`config.mk`:
```
export PLATFORM = sky130hd
export DESIGN_NAME = mas_sequencer
export DESIGN_NICKNAME = d
export VERILOG_FILES = /design/src/hdl/mas_sequencer.v /design/src/hdl/mas_bus_timeout.v
export VERILOG_INCLUDE_DIRS = /design/src /design/src/inc
export SDC_FILE = /design/constraint.sdc
export NUM_CORES = 1
export LEC_CHECK = 0
export BUFFER_PORTS_ARGS = -buffer_cell sky130_fd_sc_hd__buf_4
export CORE_ASPECT_RATIO = 0.7
export CORE_MARGIN = 4
export CORE_UTILIZATION = 50
export DETAILED_ROUTE_END_ITERATION = 7
export GPL_TIMING_DRIVEN = 0
export PLACE_DENSITY = 0.71
export SYNTH_ARGS = -nofsm -noshare
export SYNTH_HDL_FRONTEND = slang
export SYNTH_SLANG_ARGS = --single-unit
```
`constraint.sdc`:
```
create_clock -name mclk -period 12.8 [get_ports mclk]
set_input_delay 1.28 -clock mclk [delete_from_list [all_inputs] [get_ports mclk]]
set_output_delay 1.28 -clock mclk [all_outputs]
set_load 0.01 [all_outputs]
```
`src/inc/mas_regs.vh`:
```
// Purpose: register map, field positions, reset values and timing for the monitor sequencer
// Assumes: 20 MHz mclk
// Notes:   definitions only
`ifndef MAS_REGS_VH
`define MAS_REGS_VH

// register offsets
`define MAS_ADDR_AUX_READ      8'h21
`define MAS_ADDR_MAIN_READ     8'h22
`define MAS_ADDR_LOCAL_TEMP    8'h26
`define MAS_ADDR_CFG_ONE       8'h40
`define MAS_ADDR_AUX_LOW       8'h46
`define MAS_ADDR_AUX_HIGH      8'h47
`define MAS_ADDR_FAN1_MIN_HI   8'h55
`define MAS_ADDR_CFG_TWO       8'h73
`define MAS_ADDR_EXT_RES_TWO   8'h77

// reset values
`define MAS_RST_READING        8'h00
`define MAS_RST_CFG_ONE        8'h00
`define MAS_RST_CFG_TWO        8'h00
`define MAS_RST_AUX_LOW        8'h00
`define MAS_RST_AUX_HIGH       8'hFF
`define MAS_RST_FAN1_MIN_HI    8'h00

// field positions
`define MAS_BIT_TIMEOUT_DIS    6
`define MAS_BIT_AVG_OFF        4
`define MAS_BIT_ATTN_BYPASS    5
`define MAS_BIT_SINGLE_CHAN    6
`define MAS_CHSEL_HI           7
`define MAS_CHSEL_LO           5
`define MAS_EXT_R1_LO          2
`define MAS_EXT_LOCAL_LO       4
`define MAS_EXT_R2_LO          6

// channel codes
`define MAS_CH_AUX             3'b001
`define MAS_CH_MAIN            3'b010
`define MAS_CH_REMOTE1         3'b101
`define MAS_CH_LOCAL           3'b110
`define MAS_CH_REMOTE2         3'b111

// conversion coding
`define MAS_NOMINAL_CODE       10'h300
`define MAS_FAULT_TWOS         10'h200
`define MAS_FAULT_OFFSET       10'h000
`define MAS_OFFSET64_CODE      10'h100
`define MAS_AVG_COUNT          16

// timing
`define MAS_CLK_MHZ            20
`define MAS_CONV_TIME_NS       711000
`define MAS_TIMEOUT_NS         35000000

`endif

```
`src/hdl/mas_sequencer.v`:
```
// Purpose: converter sequencing, averaging, result registers and limit checks
// Assumes: register port driven by the serial bus engine on mclk; adc_result valid at conversion end
// Notes:   register read data has one cycle latency
//
// Overview of operation
// - With timeout on, 35 ms without bus activity releases bus and aborts transfer.
// - Config one bit 6 clear (default) enables bus timeout; set disables it.
// - Results are 10 bits; nominal supply reads three-quarter scale, code 0x300.
// - Aux reading above high or below low limit sets status and may alert.
// - Each conversion takes 711 us; a measurement averages 16 conversions.
// - Config two bit 4 turns averaging off; each conversion is stored directly.
// - Config two bit 5 bypasses the aux supply input attenuator.
// - Config two bit 6 converts only the selected channel every conversion time.
// - Fan one minimum high byte bits 7:5 select the single-mode channel.
// - Local temperature upper eight bits go to 0x26, offset-64 or twos complement.
// - Normal range covers -63 to +127; extended reaches +191, quarter-degree steps.
// - Two low temperature bits stored in extended resolution register at 0x77.
// - Diode fault reads 1000 0000 in twos complement, all zeros in offset format.
`timescale 1ns/100ps
`include "mas_regs.vh"

module mas_sequencer #(
    parameter integer CONV_CYCLES    = (`MAS_CONV_TIME_NS / 1000) * `MAS_CLK_MHZ,
    parameter integer TIMEOUT_CYCLES = (`MAS_TIMEOUT_NS / 1000) * `MAS_CLK_MHZ
) (
    // clock and reset
    input  wire       mclk,
    input  wire       srst,
    // register port from the serial bus engine
    input  wire [7:0] reg_addr,
    input  wire       reg_wr,
    input  wire [7:0] reg_wdata,
    output reg  [7:0] reg_rdata,
    // serial bus pins and timeout release
    input  wire       scl_pin,
    input  wire       sda_pin,
    output reg        bus_release,
    // analog converter
    output reg        adc_start,
    output reg  [2:0] adc_channel,
    output reg        adc_attn_bypass,
    input  wire [9:0] adc_result,
    input  wire       temp_diode_fault,
    input  wire       temp_extended_range,
    // status
    output reg        aux_high_status,
    output reg        aux_low_status,
    output reg        alert_n
);

    localparam [1:0] ST_IDLE  = 2'd0;
    localparam [1:0] ST_CONV  = 2'd1;
    localparam [1:0] ST_STORE = 2'd2;

    reg  [7:0]  aux_read_reg;
    reg  [7:0]  main_read_reg;
    reg  [7:0]  local_temp_reg;
    reg  [7:0]  cfg_one_reg;
    reg  [7:0]  cfg_two_reg;
    reg  [7:0]  aux_low_reg;
    reg  [7:0]  aux_high_reg;
    reg  [7:0]  fan_one_speed_min_hi_reg;
    reg  [7:0]  ext_res_two_reg;
    reg  [1:0]  state_reg;
    reg  [2:0]  chan_reg;
    reg  [31:0] conv_cnt_reg;
    reg  [3:0]  avg_cnt_reg;
    reg  [13:0] acc_reg;
    reg  [9:0]  result_next;
    reg  [7:0]  rdata_next;
    wire        release_pulse;
    wire        avg_off;
    wire        single_mode;
    wire [2:0]  sel_chan;
    wire [13:0] acc_sum;
    wire        acc_sign;
    wire [7:0]  reading_next;
    wire        aux_over;
    wire        aux_under;
    reg  [9:0]  conv_code;

    assign avg_off     = cfg_two_reg[`MAS_BIT_AVG_OFF];
    assign single_mode = cfg_two_reg[`MAS_BIT_SINGLE_CHAN];
    assign sel_chan    = fan_one_speed_min_hi_reg[`MAS_CHSEL_HI:`MAS_CHSEL_LO];

    // round-robin order over all channels
    function [2:0] mas_next_chan;
        input [2:0] cur;
        begin
            case (cur)
                `MAS_CH_AUX:     mas_next_chan = `MAS_CH_MAIN;
                `MAS_CH_MAIN:    mas_next_chan = `MAS_CH_REMOTE1;
                `MAS_CH_REMOTE1: mas_next_chan = `MAS_CH_LOCAL;
                `MAS_CH_LOCAL:   mas_next_chan = `MAS_CH_REMOTE2;
                default:         mas_next_chan = `MAS_CH_AUX;
            endcase
        end
    endfunction

    function mas_valid_chan;
        input [2:0] ch;
        begin
            mas_valid_chan = (ch == `MAS_CH_AUX) || (ch == `MAS_CH_MAIN) ||
                             (ch == `MAS_CH_REMOTE1) || (ch == `MAS_CH_LOCAL) ||
                             (ch == `MAS_CH_REMOTE2);
        end
    endfunction

    function mas_is_temp;
        input [2:0] ch;
        begin
            mas_is_temp = ch[2];
        end
    endfunction

    mas_bus_timeout #(
        .TIMEOUT_CYCLES (TIMEOUT_CYCLES)
    ) u_timeout (
        .mclk           (mclk),
        .srst           (srst),
        .scl_pin        (scl_pin),
        .sda_pin        (sda_pin),
        .timeout_enable (~cfg_one_reg[`MAS_BIT_TIMEOUT_DIS]),
        .bus_release    (release_pulse)
    );

    // temperature samples are twos complement quarter degrees
    always @* begin
        if (mas_is_temp(chan_reg) && temp_diode_fault)
            conv_code = temp_extended_range ? `MAS_FAULT_OFFSET : `MAS_FAULT_TWOS;
        else if (mas_is_temp(chan_reg) && temp_extended_range)
            conv_code = adc_result + `MAS_OFFSET64_CODE;
        else
            conv_code = adc_result;
    end

    // twos complement temperatures sum sign-extended so averages near zero stay right
    assign acc_sign = mas_is_temp(chan_reg) && !temp_extended_range && conv_code[9];
    assign acc_sum  = acc_reg + {{4{acc_sign}}, conv_code};

    // average or single result
    always @* begin
        if (avg_off)
            result_next = conv_code;
        else
            result_next = acc_sum[13:4];
    end

    // limit checks run on the 8-bit reading about to be stored
    assign reading_next = result_next[9:2];
    assign aux_over     = reading_next > aux_high_reg;
    assign aux_under    = reading_next < aux_low_reg;

    // register read decode
    always @* begin
        if (reg_addr == `MAS_ADDR_AUX_READ)
            rdata_next = aux_read_reg;
        else if (reg_addr == `MAS_ADDR_MAIN_READ)
            rdata_next = main_read_reg;
        else if (reg_addr == `MAS_ADDR_LOCAL_TEMP)
            rdata_next = local_temp_reg;
        else if (reg_addr == `MAS_ADDR_CFG_ONE)
            rdata_next = cfg_one_reg;
        else if (reg_addr == `MAS_ADDR_AUX_LOW)
            rdata_next = aux_low_reg;
        else if (reg_addr == `MAS_ADDR_AUX_HIGH)
            rdata_next = aux_high_reg;
        else if (reg_addr == `MAS_ADDR_FAN1_MIN_HI)
            rdata_next = fan_one_speed_min_hi_reg;
        else if (reg_addr == `MAS_ADDR_CFG_TWO)
            rdata_next = cfg_two_reg;
        else if (reg_addr == `MAS_ADDR_EXT_RES_TWO)
            rdata_next = ext_res_two_reg;
        else
            rdata_next = 8'h00;
    end

    // host writes
    // writes to read-only or unmapped offsets fall through and are dropped
    always @(posedge mclk) begin
        if (srst) begin
            cfg_one_reg              <= `MAS_RST_CFG_ONE;
            cfg_two_reg              <= `MAS_RST_CFG_TWO;
            aux_low_reg              <= `MAS_RST_AUX_LOW;
            aux_high_reg             <= `MAS_RST_AUX_HIGH;
            fan_one_speed_min_hi_reg <= `MAS_RST_FAN1_MIN_HI;
            reg_rdata                <= 8'h00;
            bus_release              <= 1'b0;
        end else begin
            reg_rdata   <= rdata_next;
            bus_release <= release_pulse;
            if (reg_wr) begin
                if (reg_addr == `MAS_ADDR_CFG_ONE)
                    cfg_one_reg <= reg_wdata;
                else if (reg_addr == `MAS_ADDR_CFG_TWO)
                    cfg_two_reg <= reg_wdata;
                else if (reg_addr == `MAS_ADDR_AUX_LOW)
                    aux_low_reg <= reg_wdata;
                else if (reg_addr == `MAS_ADDR_AUX_HIGH)
                    aux_high_reg <= reg_wdata;
                else if (reg_addr == `MAS_ADDR_FAN1_MIN_HI)
                    fan_one_speed_min_hi_reg <= reg_wdata;
            end
        end
    end

    // conversion sequencer
    always @(posedge mclk) begin
        if (srst) begin
            state_reg       <= ST_IDLE;
            chan_reg        <= `MAS_CH_AUX;
            conv_cnt_reg    <= 32'h0000_0000;
            avg_cnt_reg     <= 4'h0;
            acc_reg         <= 14'h0000;
            adc_start       <= 1'b0;
            adc_channel     <= `MAS_CH_AUX;
            adc_attn_bypass <= 1'b0;
            aux_read_reg    <= `MAS_RST_READING;
            main_read_reg   <= `MAS_RST_READING;
            local_temp_reg  <= `MAS_RST_READING;
            ext_res_two_reg <= 8'h00;
            aux_high_status <= 1'b0;
            aux_low_status  <= 1'b0;
            alert_n         <= 1'b1;
        end else begin
            adc_start <= 1'b0;
            alert_n   <= ~(aux_high_status | aux_low_status);
            case (state_reg)
                ST_IDLE: begin
                    if (single_mode) begin
                        if (mas_valid_chan(sel_chan)) begin
                            chan_reg    <= sel_chan;
                            adc_channel <= sel_chan;
                            adc_attn_bypass <= cfg_two_reg[`MAS_BIT_ATTN_BYPASS]
                                               && (sel_chan == `MAS_CH_AUX);
                            adc_start    <= 1'b1;
                            conv_cnt_reg <= 32'h0000_0000;
                            state_reg    <= ST_CONV;
                        end else begin
                            // unsupported selector code: no conversion, wait here
                            state_reg <= ST_IDLE;
                        end
                    end else begin
                        // scan mode: convert the current round-robin channel
                        adc_channel <= chan_reg;
                        adc_attn_bypass <= cfg_two_reg[`MAS_BIT_ATTN_BYPASS]
                                           && (chan_reg == `MAS_CH_AUX);
                        adc_start    <= 1'b1;
                        conv_cnt_reg <= 32'h0000_0000;
                        state_reg    <= ST_CONV;
                    end
                end
                ST_CONV: begin
                    // converter busy; its result is taken in the store state
                    if (conv_cnt_reg == CONV_CYCLES - 1) begin
                        state_reg <= ST_STORE;
                    end else begin
                        conv_cnt_reg <= conv_cnt_reg + 32'h0000_0001;
                    end
                end
                ST_STORE: begin
                    if (avg_off || avg_cnt_reg == 4'hF) begin
                        avg_cnt_reg <= 4'h0;
                        acc_reg     <= 14'h0000;
                        case (chan_reg)
                            `MAS_CH_AUX: begin
                                aux_read_reg    <= reading_next;
                                aux_high_status <= aux_over;
                                aux_low_status  <= aux_under;
                            end
                            `MAS_CH_MAIN: begin
                                main_read_reg <= result_next[9:2];
                            end
                            `MAS_CH_LOCAL: begin
                                local_temp_reg <= result_next[9:2];
                                ext_res_two_reg[`MAS_EXT_LOCAL_LO +: 2] <= result_next[1:0];
                            end
                            `MAS_CH_REMOTE1: begin
                                ext_res_two_reg[`MAS_EXT_R1_LO +: 2] <= result_next[1:0];
                            end
                            default: begin
                                ext_res_two_reg[`MAS_EXT_R2_LO +: 2] <= result_next[1:0];
                            end
                        endcase
                        if (!single_mode)
                            chan_reg <= mas_next_chan(chan_reg);
                        state_reg <= ST_IDLE;
                    end else begin
                        // same channel again until sixteen conversions are summed
                        avg_cnt_reg  <= avg_cnt_reg + 4'h1;
                        acc_reg      <= acc_sum;
                        adc_start    <= 1'b1;
                        conv_cnt_reg <= 32'h0000_0000;
                        state_reg    <= ST_CONV;
                    end
                end
                default: begin
                    state_reg <= ST_IDLE;
                end
            endcase
        end
    end

endmodule // mas_sequencer

```
`src/hdl/mas_bus_timeout.v`:
```
// Purpose: serial bus inactivity watchdog
// Assumes: clock and data pins are asynchronous to mclk
// Notes:   release pulses once per idle stretch
`timescale 1ns/100ps
`include "mas_regs.vh"

module mas_bus_timeout #(
    parameter integer TIMEOUT_CYCLES = (`MAS_TIMEOUT_NS / 1000) * `MAS_CLK_MHZ
) (
    // clock and reset
    input  wire       mclk,
    input  wire       srst,
    // bus pins
    input  wire       scl_pin,
    input  wire       sda_pin,
    // control and result
    input  wire       timeout_enable,
    output reg        bus_release
);

    reg  [2:0]  scl_sync_reg;
    reg  [2:0]  sda_sync_reg;
    reg  [31:0] idle_cnt_reg;
    reg         fired_reg;
    reg         scl_stable_reg;
    reg         sda_stable_reg;
    wire        scl_chg;
    wire        sda_chg;

    // a pin change counts once the second and third stages agree
    assign scl_chg = (scl_sync_reg[1] == scl_sync_reg[2]) && (scl_sync_reg[2] != scl_stable_reg);
    assign sda_chg = (sda_sync_reg[1] == sda_sync_reg[2]) && (sda_sync_reg[2] != sda_stable_reg);

    always @(posedge mclk) begin
        if (srst) begin
            scl_sync_reg   <= 3'b111;
            sda_sync_reg   <= 3'b111;
            scl_stable_reg <= 1'b1;
            sda_stable_reg <= 1'b1;
            idle_cnt_reg   <= 32'h0000_0000;
            fired_reg      <= 1'b0;
            bus_release    <= 1'b0;
        end else begin
            scl_sync_reg <= {scl_sync_reg[1:0], scl_pin};
            sda_sync_reg <= {sda_sync_reg[1:0], sda_pin};
            if (scl_chg)
                scl_stable_reg <= scl_sync_reg[2];
            if (sda_chg)
                sda_stable_reg <= sda_sync_reg[2];
            bus_release <= 1'b0;
            if (scl_chg || sda_chg || !timeout_enable) begin
                idle_cnt_reg <= 32'h0000_0000;
                fired_reg    <= 1'b0;
            end else if (!fired_reg) begin
                if (idle_cnt_reg == TIMEOUT_CYCLES - 1) begin
                    bus_release <= 1'b1;
                    fired_reg   <= 1'b1;
                end else begin
                    idle_cnt_reg <= idle_cnt_reg + 32'h0000_0001;
                end
            end
        end
    end

endmodule // mas_bus_timeout

```
==> PnR_summary.wiki, run 1 <==
{| class="wikitable"
! Metric !! Value
|-
| Post-CTS resize count || 0
|-
| Detailed Route WL || 26000 um
|-
| Setup crit start kind || input port
|-
| Maximum frequency from static timing analysis || around 150 MHz
|-
| Outcome || finished, final reports clean
|-
| Footprint of the multi-input gates || approximately 5300 um2
|-
| Average cell area after synthesis || 8.28 um2
|-
| Clock root cell || sky130_fd_sc_hd__clkbuf_16
|-
| Number of placed instances with taps included || 1413
|-
| Layout overhead on the synthesized area || 13.1%
|-
| Largest net degree at the start of global routing || 19
|-
| Area of the mapped netlist || 9370 um2
|-
| Initial standard-cell utilization of the core || between 50% and 60%
|-
| Overall power after layout || 0.00117 W
|-
| H-tree depth reported by CTS || 4
|-
| Clock network latency to the later pin of the worst-skew pair || 0.44 ns
|-
| Number of ports placed on the die boundary || 50
|-
| Final nets || 1258
|-
| Max rail drop VDD || 68.9 uV
|-
| Total grt overflow || 0
|-
| Floorplan die width || around 170 um
|-
| Post-synthesis async set-or-reset flop share || 0%
|-
| Max-capacitance violation count || 0
|-
| Endpoints failing setup || 0
|-
| Min setup slack post-route || 6.06 ns
|-
| Sequential element share of the synthesized area || 39.3%
|-
| Worst slew pin tran || around 1.4 ns
|-
| Total global routing track utilization || between 20 and 30%
|-
| Flip-flop and latch count after synthesis || 184
|-
| Clock Skews || 0.0105 ns
|-
| Total count of hold-check failures in the final report || 0
|-
| Sinks on the clock net || ~180
|-
| # diodes || 0
|-
| Synth unique cells || 88
|-
| Die area || between 20000 and 25000 um2
|-
| Pwr/cell area || between 100 and 150 nW/um2
|-
| Shortest period the worst path allows || 6.74 ns
|-
| CTS clk-pin slew, worst paths || about 0.08 ns
|-
| Post-Route Setup TNS || 0 ns
|-
| Critical path start-end classification || input port to flip-flop
|-
| Maximum count of clock buffers along a single path || 2
|-
| Most used flip-flop cell after synthesis || sky130_fd_sc_hd__dfxtp_1
|-
| Number of antenna violations at the first check in global routing || 0
|-
| Critical path required time || 13.11 ns
|-
| Final instance count without filler cells || ~1400
|-
| HPWL reported at the end of detailed placement || 18800 um
|-
| First-pass GRT wire length || 41800 um
|-
| Relative slew margins || between 3 and 4%
|-
| Footprint of the flip-flops and latches || ~3700 um2
|-
| Setup repair after global routing missed its margin || false
|-
| Yosys warning total || 0
|-
| Number of buffers inserted by post-CTS setup repair || 0
|-
| Leakage power total || 3.89 nW
|-
| Worst hold-check path type || flip-flop to flip-flop
|-
| Antenna-violating nets left || 0
|-
| Number of buffers created by CTS || 17
|-
| Total core area || roughly 18000 um2
|-
| DIE HEIGHT || around 120 um
|-
| Number of buffers inserted by port buffering || 45
|-
| Share of post-route cells with drive strength above 1 || 9.76%
|-
| Pre-antenna DRT Iters || 5
|-
| Max Fanout on Critical Path || 10
|-
| Setup crit end kind || flip-flop
|-
| Final GP Congestion || 0.940
|-
| Drt via density || 5.97
|-
| Fill cell instance count of the final layout || 1600
|-
| Final Hold Slack || ~0.42 ns
|-
| Gate count of the mapped netlist || about 1100
|-
| TritonCTS clock tree || done
|-
| Post-Synthesis Net Count || about 1200
|-
| Vias post-DR || 8623
|-
| Hold_buf cts || 0
|-
| WL/cell || 18.0 um
|-
| Number of synthesized flops with an enable pin || 0
|-
| Data arrival time of the worst path || 7.04 ns
|-
| Count of pins over their slew limit || 0
|-
| Setup slack at placement || roughly 5.7 ns
|-
| DRC marker count from the first detailed-route iteration || 878
|-
| Vias in the first global route || ~7900
|-
| Fin crit share || 52.6%
|-
| Standard-cell row count || 41
|-
| Detailed-route DRC error count || 0
|}
## cells in the final DEF, fill, tap and decap left out, types with 14 or more instances in the layout
master                      instances
sky130_fd_sc_hd__ha_1              28
sky130_fd_sc_hd__nor2_1           153
sky130_fd_sc_hd__nand3_1           45
sky130_fd_sc_hd__xnor2_1           22
sky130_fd_sc_hd__mux2i_1           36
sky130_fd_sc_hd__o21ai_0           60
sky130_fd_sc_hd__and3_1            25
sky130_fd_sc_hd__clkbuf_1          50
sky130_fd_sc_hd__clkbuf_16         17
sky130_fd_sc_hd__a211oi_1          14
sky130_fd_sc_hd__nand4_1           23
sky130_fd_sc_hd__a21oi_1           73
sky130_fd_sc_hd__nand2_1           90
sky130_fd_sc_hd__dfxtp_1          184
sky130_fd_sc_hd__buf_4             45
sky130_fd_sc_hd__or3_1             20
sky130_fd_sc_hd__inv_1             46
sky130_fd_sc_hd__nor3_1            20
sky130_fd_sc_hd__a22oi_1           31
sky130_fd_sc_hd__xor2_1            36
## power by group
group	switching [W]	internal [W]	leakage [nW]
clock network	0.000255	0.000270	0.288
registers	0.00000371	0.000576	1.49
logic	0.0000452	0.0000221	2.11
## critical path, stage by stage
cell and delay [ns]:
sky130_fd_sc_hd__buf_2 0.15, sky130_fd_sc_hd__nand2_1 0.22, sky130_fd_sc_hd__clkbuf_1 0.52, sky130_fd_sc_hd__and2_1 0.27, sky130_fd_sc_hd__ha_1 0.19, sky130_fd_sc_hd__inv_1 0.06, sky130_fd_sc_hd__fa_1 0.42, sky130_fd_sc_hd__nor2b_4 0.21
sky130_fd_sc_hd__o21ai_0 0.18, sky130_fd_sc_hd__a221oi_2 0.39, sky130_fd_sc_hd__a211oi_1 0.09, sky130_fd_sc_hd__a21oi_1 0.29, sky130_fd_sc_hd__a211oi_4 0.12, sky130_fd_sc_hd__xor2_2 0.21, sky130_fd_sc_hd__xnor2_1 0.16, sky130_fd_sc_hd__mux2i_1 0.44
sky130_fd_sc_hd__inv_1 0.18, sky130_fd_sc_hd__ha_1 0.33, sky130_fd_sc_hd__a21oi_1 0.15, sky130_fd_sc_hd__o22ai_1 0.10, sky130_fd_sc_hd__o21a_1 0.17, sky130_fd_sc_hd__o21a_1 0.16, sky130_fd_sc_hd__o21ai_0 0.18, sky130_fd_sc_hd__nand2b_1 0.10
sky130_fd_sc_hd__a21oi_1 0.17, sky130_fd_sc_hd__a211oi_1 0.07, sky130_fd_sc_hd__a21oi_1 0.13, sky130_fd_sc_hd__nor2_1 0.06
## synthesized netlist by cell type (all sizes together), types with 6 or more instances
cell type	n	area [um2]
a211oi	17	150
a21boi	6	48.8
a21oi	74	374
a22oi	31	233
a31oi	9	56.3
and2	8	50.1
and3	25	156
and4	8	80.1
clkbuf	50	188
dfxtp	184	3680
ha	28	350
inv	46	173
mux2i	36	360
nand2	90	338
nand2b	6	37.5
nand3	45	225
nand4	24	156
nor2	153	574
nor2b	12	82.6
nor3	22	120
nor3b	6	45.0
nor4	8	50.1
o211ai	10	75.1
o21ai	65	325
o22ai	6	37.5
or2	9	56.3
or3	20	125
xnor2	22	193
xor2	37	332
## logic make-up (layout without fill, tap and decap cells)
| logic type | count (synthesis) | in the layout | share of synthesized area [%] |
|---|---|---|---|
| AOI/OAI and AO/OA | 266 | 266 | 18.6 |
| adders and majority gates | 32 | 32 | 4.29 |
| muxes | 38 | 38 | 4.09 |
| xor gates and xnor gates | 59 | 59 | 5.59 |
| DFF | 184 | 184 | 39.3 |
| and+or+nand+nor | 451 | 451 | 23.9 |
| buffers and inverters | 102 | 179 | 4.21 |
## through the flow
stage | util [%] | area [um2]
finish | 58.2 | 10600
global route | 58.2 | 10600
CTS | 58.2 | 10600
detailed placement | 55.0 | 10000
global placement | 54.9 | 10000
floorplan | - | 9370
## area by class of cell
class                      count  share of cell area [%]
buffer                        55                    2.05
clock buffer                  19                    4.27
clock inverter                13                    1.26
inverter                      47                    1.66
multi-input combinational    846                    50.0
sequential                   184                    34.8
tap                          236                    2.79
timing repair buffer          45                    3.19
## routing by layer
layer  routed length, um  share of wire [%]  GRT usage, %  vias up
li1                    -                  -             -     4180
met4                 334                1.3          5.84        0
met3                2190                8.4          5.05       37
met2               10600                 41          35.4      311
met5                   0                  0             0        -
met1               12900                 50          39.1     4095
## final timing paths
check	startpoint	endpoint	slack, ns	depth (start not counted)
setup / recovery	temp_diode_fault	aux_high_status	6.06	28
hold / removal	u_timeout.fired_reg	u_timeout.bus_release	0.42	1
hold reg to reg	u_timeout.fired_reg	u_timeout.bus_release	0.42	1
setup reg to reg	chan_reg[2]	aux_high_status	6.71	27
Note: power is estimated with default switching activity, not from simulation.
==> run 2: changes to the inputs <==
--- a/config.mk
+++ b/config.mk
@@ -6,6 +6,7 @@
 export SDC_FILE = /design/constraint.sdc
 export NUM_CORES = 1
 export LEC_CHECK = 0
+export ABC_AREA = 1
 export BUFFER_PORTS_ARGS = -buffer_cell sky130_fd_sc_hd__buf_4
 export CORE_ASPECT_RATIO = 0.7
 export CORE_MARGIN = 4
==> constraint.sdc (replaced) <==
create_clock -name mclk -period 6.86 [get_ports mclk]
set_input_delay 0.686 -clock mclk [delete_from_list [all_inputs] [get_ports mclk]]
set_output_delay 0.686 -clock mclk [all_outputs]
set_load 0.01 [all_outputs]
==> PnR_summary.wiki, run 2 <==
{| class="wikitable"
! Metric !! Value
|-
| Outcome || finished, final reports clean
|-
| Critical path launch point || chan_reg[2]
|-
| Number of buffers inserted by port buffering || 48
|-
| Drt via density || 5.39
|-
| Critical path start-end classification || flip-flop to flip-flop
|-
| Antenna-violating nets left || 0
|-
| Data arrival time of the worst path || between 4 and 5 ns
|-
| Relative slew margins || ~49%
|-
| Detailed Route WL || 28100 um
|-
| Post-Route Setup TNS || 0 ns
|-
| Average cell area after synthesis || 6.85 um2
|-
| Clock root cell || sky130_fd_sc_hd__clkbuf_16
|-
| Maximum count of clock buffers along a single path || 2
|-
| Hold_buf cts || 0
|-
| Number of antenna violations at the first check in global routing || 0
|-
| Post-synthesis async set-or-reset flop share || 0%
|-
| Leakage power total || between 4 and 5 nW
|-
| Standard-cell row count || 43
|-
| Max-capacitance violation count || 0
|-
| Max rail drop VDD || 191 uV
|-
| Startpoint of the most critical register-to-register path || chan_reg[2]
|-
| Layout overhead on the synthesized area || 13.3%
|-
| Count of pins over their slew limit || 0
|-
| Endpoints failing setup || 0
|-
| Worst hold-check path type || flip-flop to flip-flop
|-
| Max Fanout on Critical Path || 10
|-
| Setup crit end kind || flip-flop
|-
| Setup slack at placement || 2.41 ns
|-
| Finished Core Util || 57.9%
|-
| Area of the mapped netlist || 10100 um2
|-
| Total count of hold-check failures in the final report || 0
|-
| Number of cells on the worst reg-to-reg path || 28
|-
| Most frequent cells in the layout || 315 x sky130_fd_sc_hd__nand2_1, 212 x sky130_fd_sc_hd__inv_1, 184 x sky130_fd_sc_hd__dfxtp_1
|-
| H-tree depth reported by CTS || 4
|-
| Share of post-route cells with drive strength above 1 || under 10%
|-
| Worst slew pin tran || 0.760 ns
|-
| DRC marker count from the first detailed-route iteration || 1022
|-
| Pre-antenna DRT Iters || 6
|-
| Number of ports placed on the die boundary || 50
|-
| Final nets || 1610
|-
| Post-CTS resize count || 0
|-
| Clock Skews || 0.00971 ns
|-
| Post-Synthesis Net Count || roughly 1500
|-
| Library cell occupying the most area in the post-synthesis netlist || sky130_fd_sc_hd__dfxtp_1
|-
| Overall power after layout || approximately 0.0023 W
|-
| Leading cell type in the layout, fill and taps excluded || sky130_fd_sc_hd__nand2_1
|-
| Shortest period the worst path allows || a little over 4 ns
|-
| Total core area || 19900 um2
|-
| Synth top area cells || sky130_fd_sc_hd__dfxtp_1 36%, sky130_fd_sc_hd__nand2_1 12%, sky130_fd_sc_hd__inv_1 7.8%, sky130_fd_sc_hd__a21oi_1 6.7%, sky130_fd_sc_hd__nor2_1 4.9%
|-
| Detailed-route DRC error count || 0
|-
| Vias post-DR || between 9000 and 10000
|-
| Total global routing track utilization || 25.2%
|-
| Flip-flop and latch count after synthesis || 184
|-
| WL/cell || 15.4 um
|-
| TritonCTS clock tree || done
|-
| Most repeated cell in the gate-level netlist after synthesis || sky130_fd_sc_hd__nand2_1
|-
| Fin crit share || 59.8%
|-
| DIE HEIGHT || between 100 and 150 um
|-
| Die area || 22700 um2
|-
| Synth unique cells || 57
|-
| Setup crit start kind || flip-flop
|-
| Most used flip-flop cell after synthesis || sky130_fd_sc_hd__dfxtp_1
|-
| Critical path required time || 7.16 ns
|-
| Largest stage delay on the critical path || 0.50 ns
|-
| Setup repair after global routing missed its margin || false
|-
| Sinks on the clock net || 184
|-
| Min setup slack post-route || 2.76 ns
|-
| Clock network latency to the later pin of the worst-skew pair || 0.44 ns
|-
| Maximum frequency from static timing analysis || 244 MHz
|-
| # diodes || 0
|-
| Floorplan die width || 178 um
|-
| Number of buffers created by CTS || 17
|-
| Final GP Congestion || between 0.9 and 1
|-
| Synth top cells by count || 315 x sky130_fd_sc_hd__nand2_1, 212 x sky130_fd_sc_hd__inv_1, 184 x sky130_fd_sc_hd__dfxtp_1
|-
| Most frequent cell on the critical path || sky130_fd_sc_hd__nand2_1
|-
| Number of synthesized flops with an enable pin || 0
|-
| HPWL reported at the end of detailed placement || around 21000 um
|-
| Pwr/cell area || 203 nW/um2
|-
| Instance area after placement || 10800 um2
|-
| CTS clk-pin slew, worst paths || 0.07 ns
|-
| Yosys warning total || 0
|-
| First-pass GRT wire length || 46100 um
|-
| R2R setup slack || 2.76 ns
|-
| Gate count of the mapped netlist || 1481
|-
| Sequential element share of the synthesized area || 36.3%
|-
| Non-Filler Cell Area, Final || 11500 um2
|-
| Number of buffers inserted by post-CTS setup repair || 0
|-
| Initial standard-cell utilization of the core || 51.1%
|-
| Area share of the largest cell type after synthesis || around 36%
|-
| Total grt overflow || 0
|-
| Vias in the first global route || 8907
|-
| End point of the critical path || aux_high_status
|-
| Reg-to-Reg End || aux_high_status
|-
| Largest net degree at the start of global routing || 17
|-
| Slowest stage cell, crit path || sky130_fd_sc_hd__o311ai_0
|}
-- run 2: through the flow --
stage | std cells | hold WS [ns]
6_report | 1831 | 0.408
5_1_grt | 1831 | 0.421
4_1_cts | 1831 | 0.408
3_5_place_dp | 1799 | 0.392
3_3_place_gp | 1799 | 0.392
2_1_floorplan | 1481 | 0.388
-- run 2: power by group --
part	internal [W]	switching, W
Clock	0.000644	0.000445
Combinational	0.0000536	0.000112
Sequential	0.00108	0.00000788
-- run 2: worst min-delay path by stage --
stage	cells after the start	endpoint	slack, ns	startpoint
after floorplan	2	bus_release	0.39	u_timeout.bus_release
after global placement	1	u_timeout.scl_sync_reg[1]	0.39	u_timeout.scl_sync_reg[0]
after detailed placement	1	u_timeout.scl_sync_reg[1]	0.39	u_timeout.scl_sync_reg[0]
after CTS	1	u_timeout.scl_sync_reg[1]	0.41	u_timeout.scl_sync_reg[0]
after global routing	2	u_timeout.sda_sync_reg[0]	0.42	sda_pin
final	1	u_timeout.scl_sync_reg[1]	0.41	u_timeout.scl_sync_reg[0]
-- run 2: routing by layer --
layer | GRT usage, % | wire, um | vias up
met3 | 4.41 | 2090 | 35
met1 | 38.2 | 13900 | 4512
met5 | 0 | 0 | -
met4 | 6.41 | 361 | 0
met2 | 37.2 | 11800 | 324
li1 | - | - | 4989
-- run 2: critical path: cells and delay by family, from the launching register on --
kind	cells	cell delay, ns
AO/OA/AOI/OAI	4	0.84
adder cells (fa/ha/maj)	3	0.88
buffers and inverters	6	0.55
flip-flops	1	0.31
AND/OR/NAND/NOR	15	1.36
-- run 2: kinds of logic after synthesis --
| logic type | share of synthesized area, % |
|---|---|
| xor+xnor | 3.53 |
| simple gates | 30.1 |
| flops | 36.3 |
| fa+ha+maj | 3.65 |
| buf+inv | 10.1 |
| compound gates | 16.3 |
-- run 2: area by class of cell --
cell class | instances | area, um2
fillers | 1923 | 8360
flip-flops and latches | 184 | 3680
clock inverters | 12 | 185
well taps | 270 | 338
inverters | 219 | 822
repair buffers | 48 | 360
clock buffers | 20 | 467
plain buffers | 44 | 206
multi-input cells | 1034 | 5430
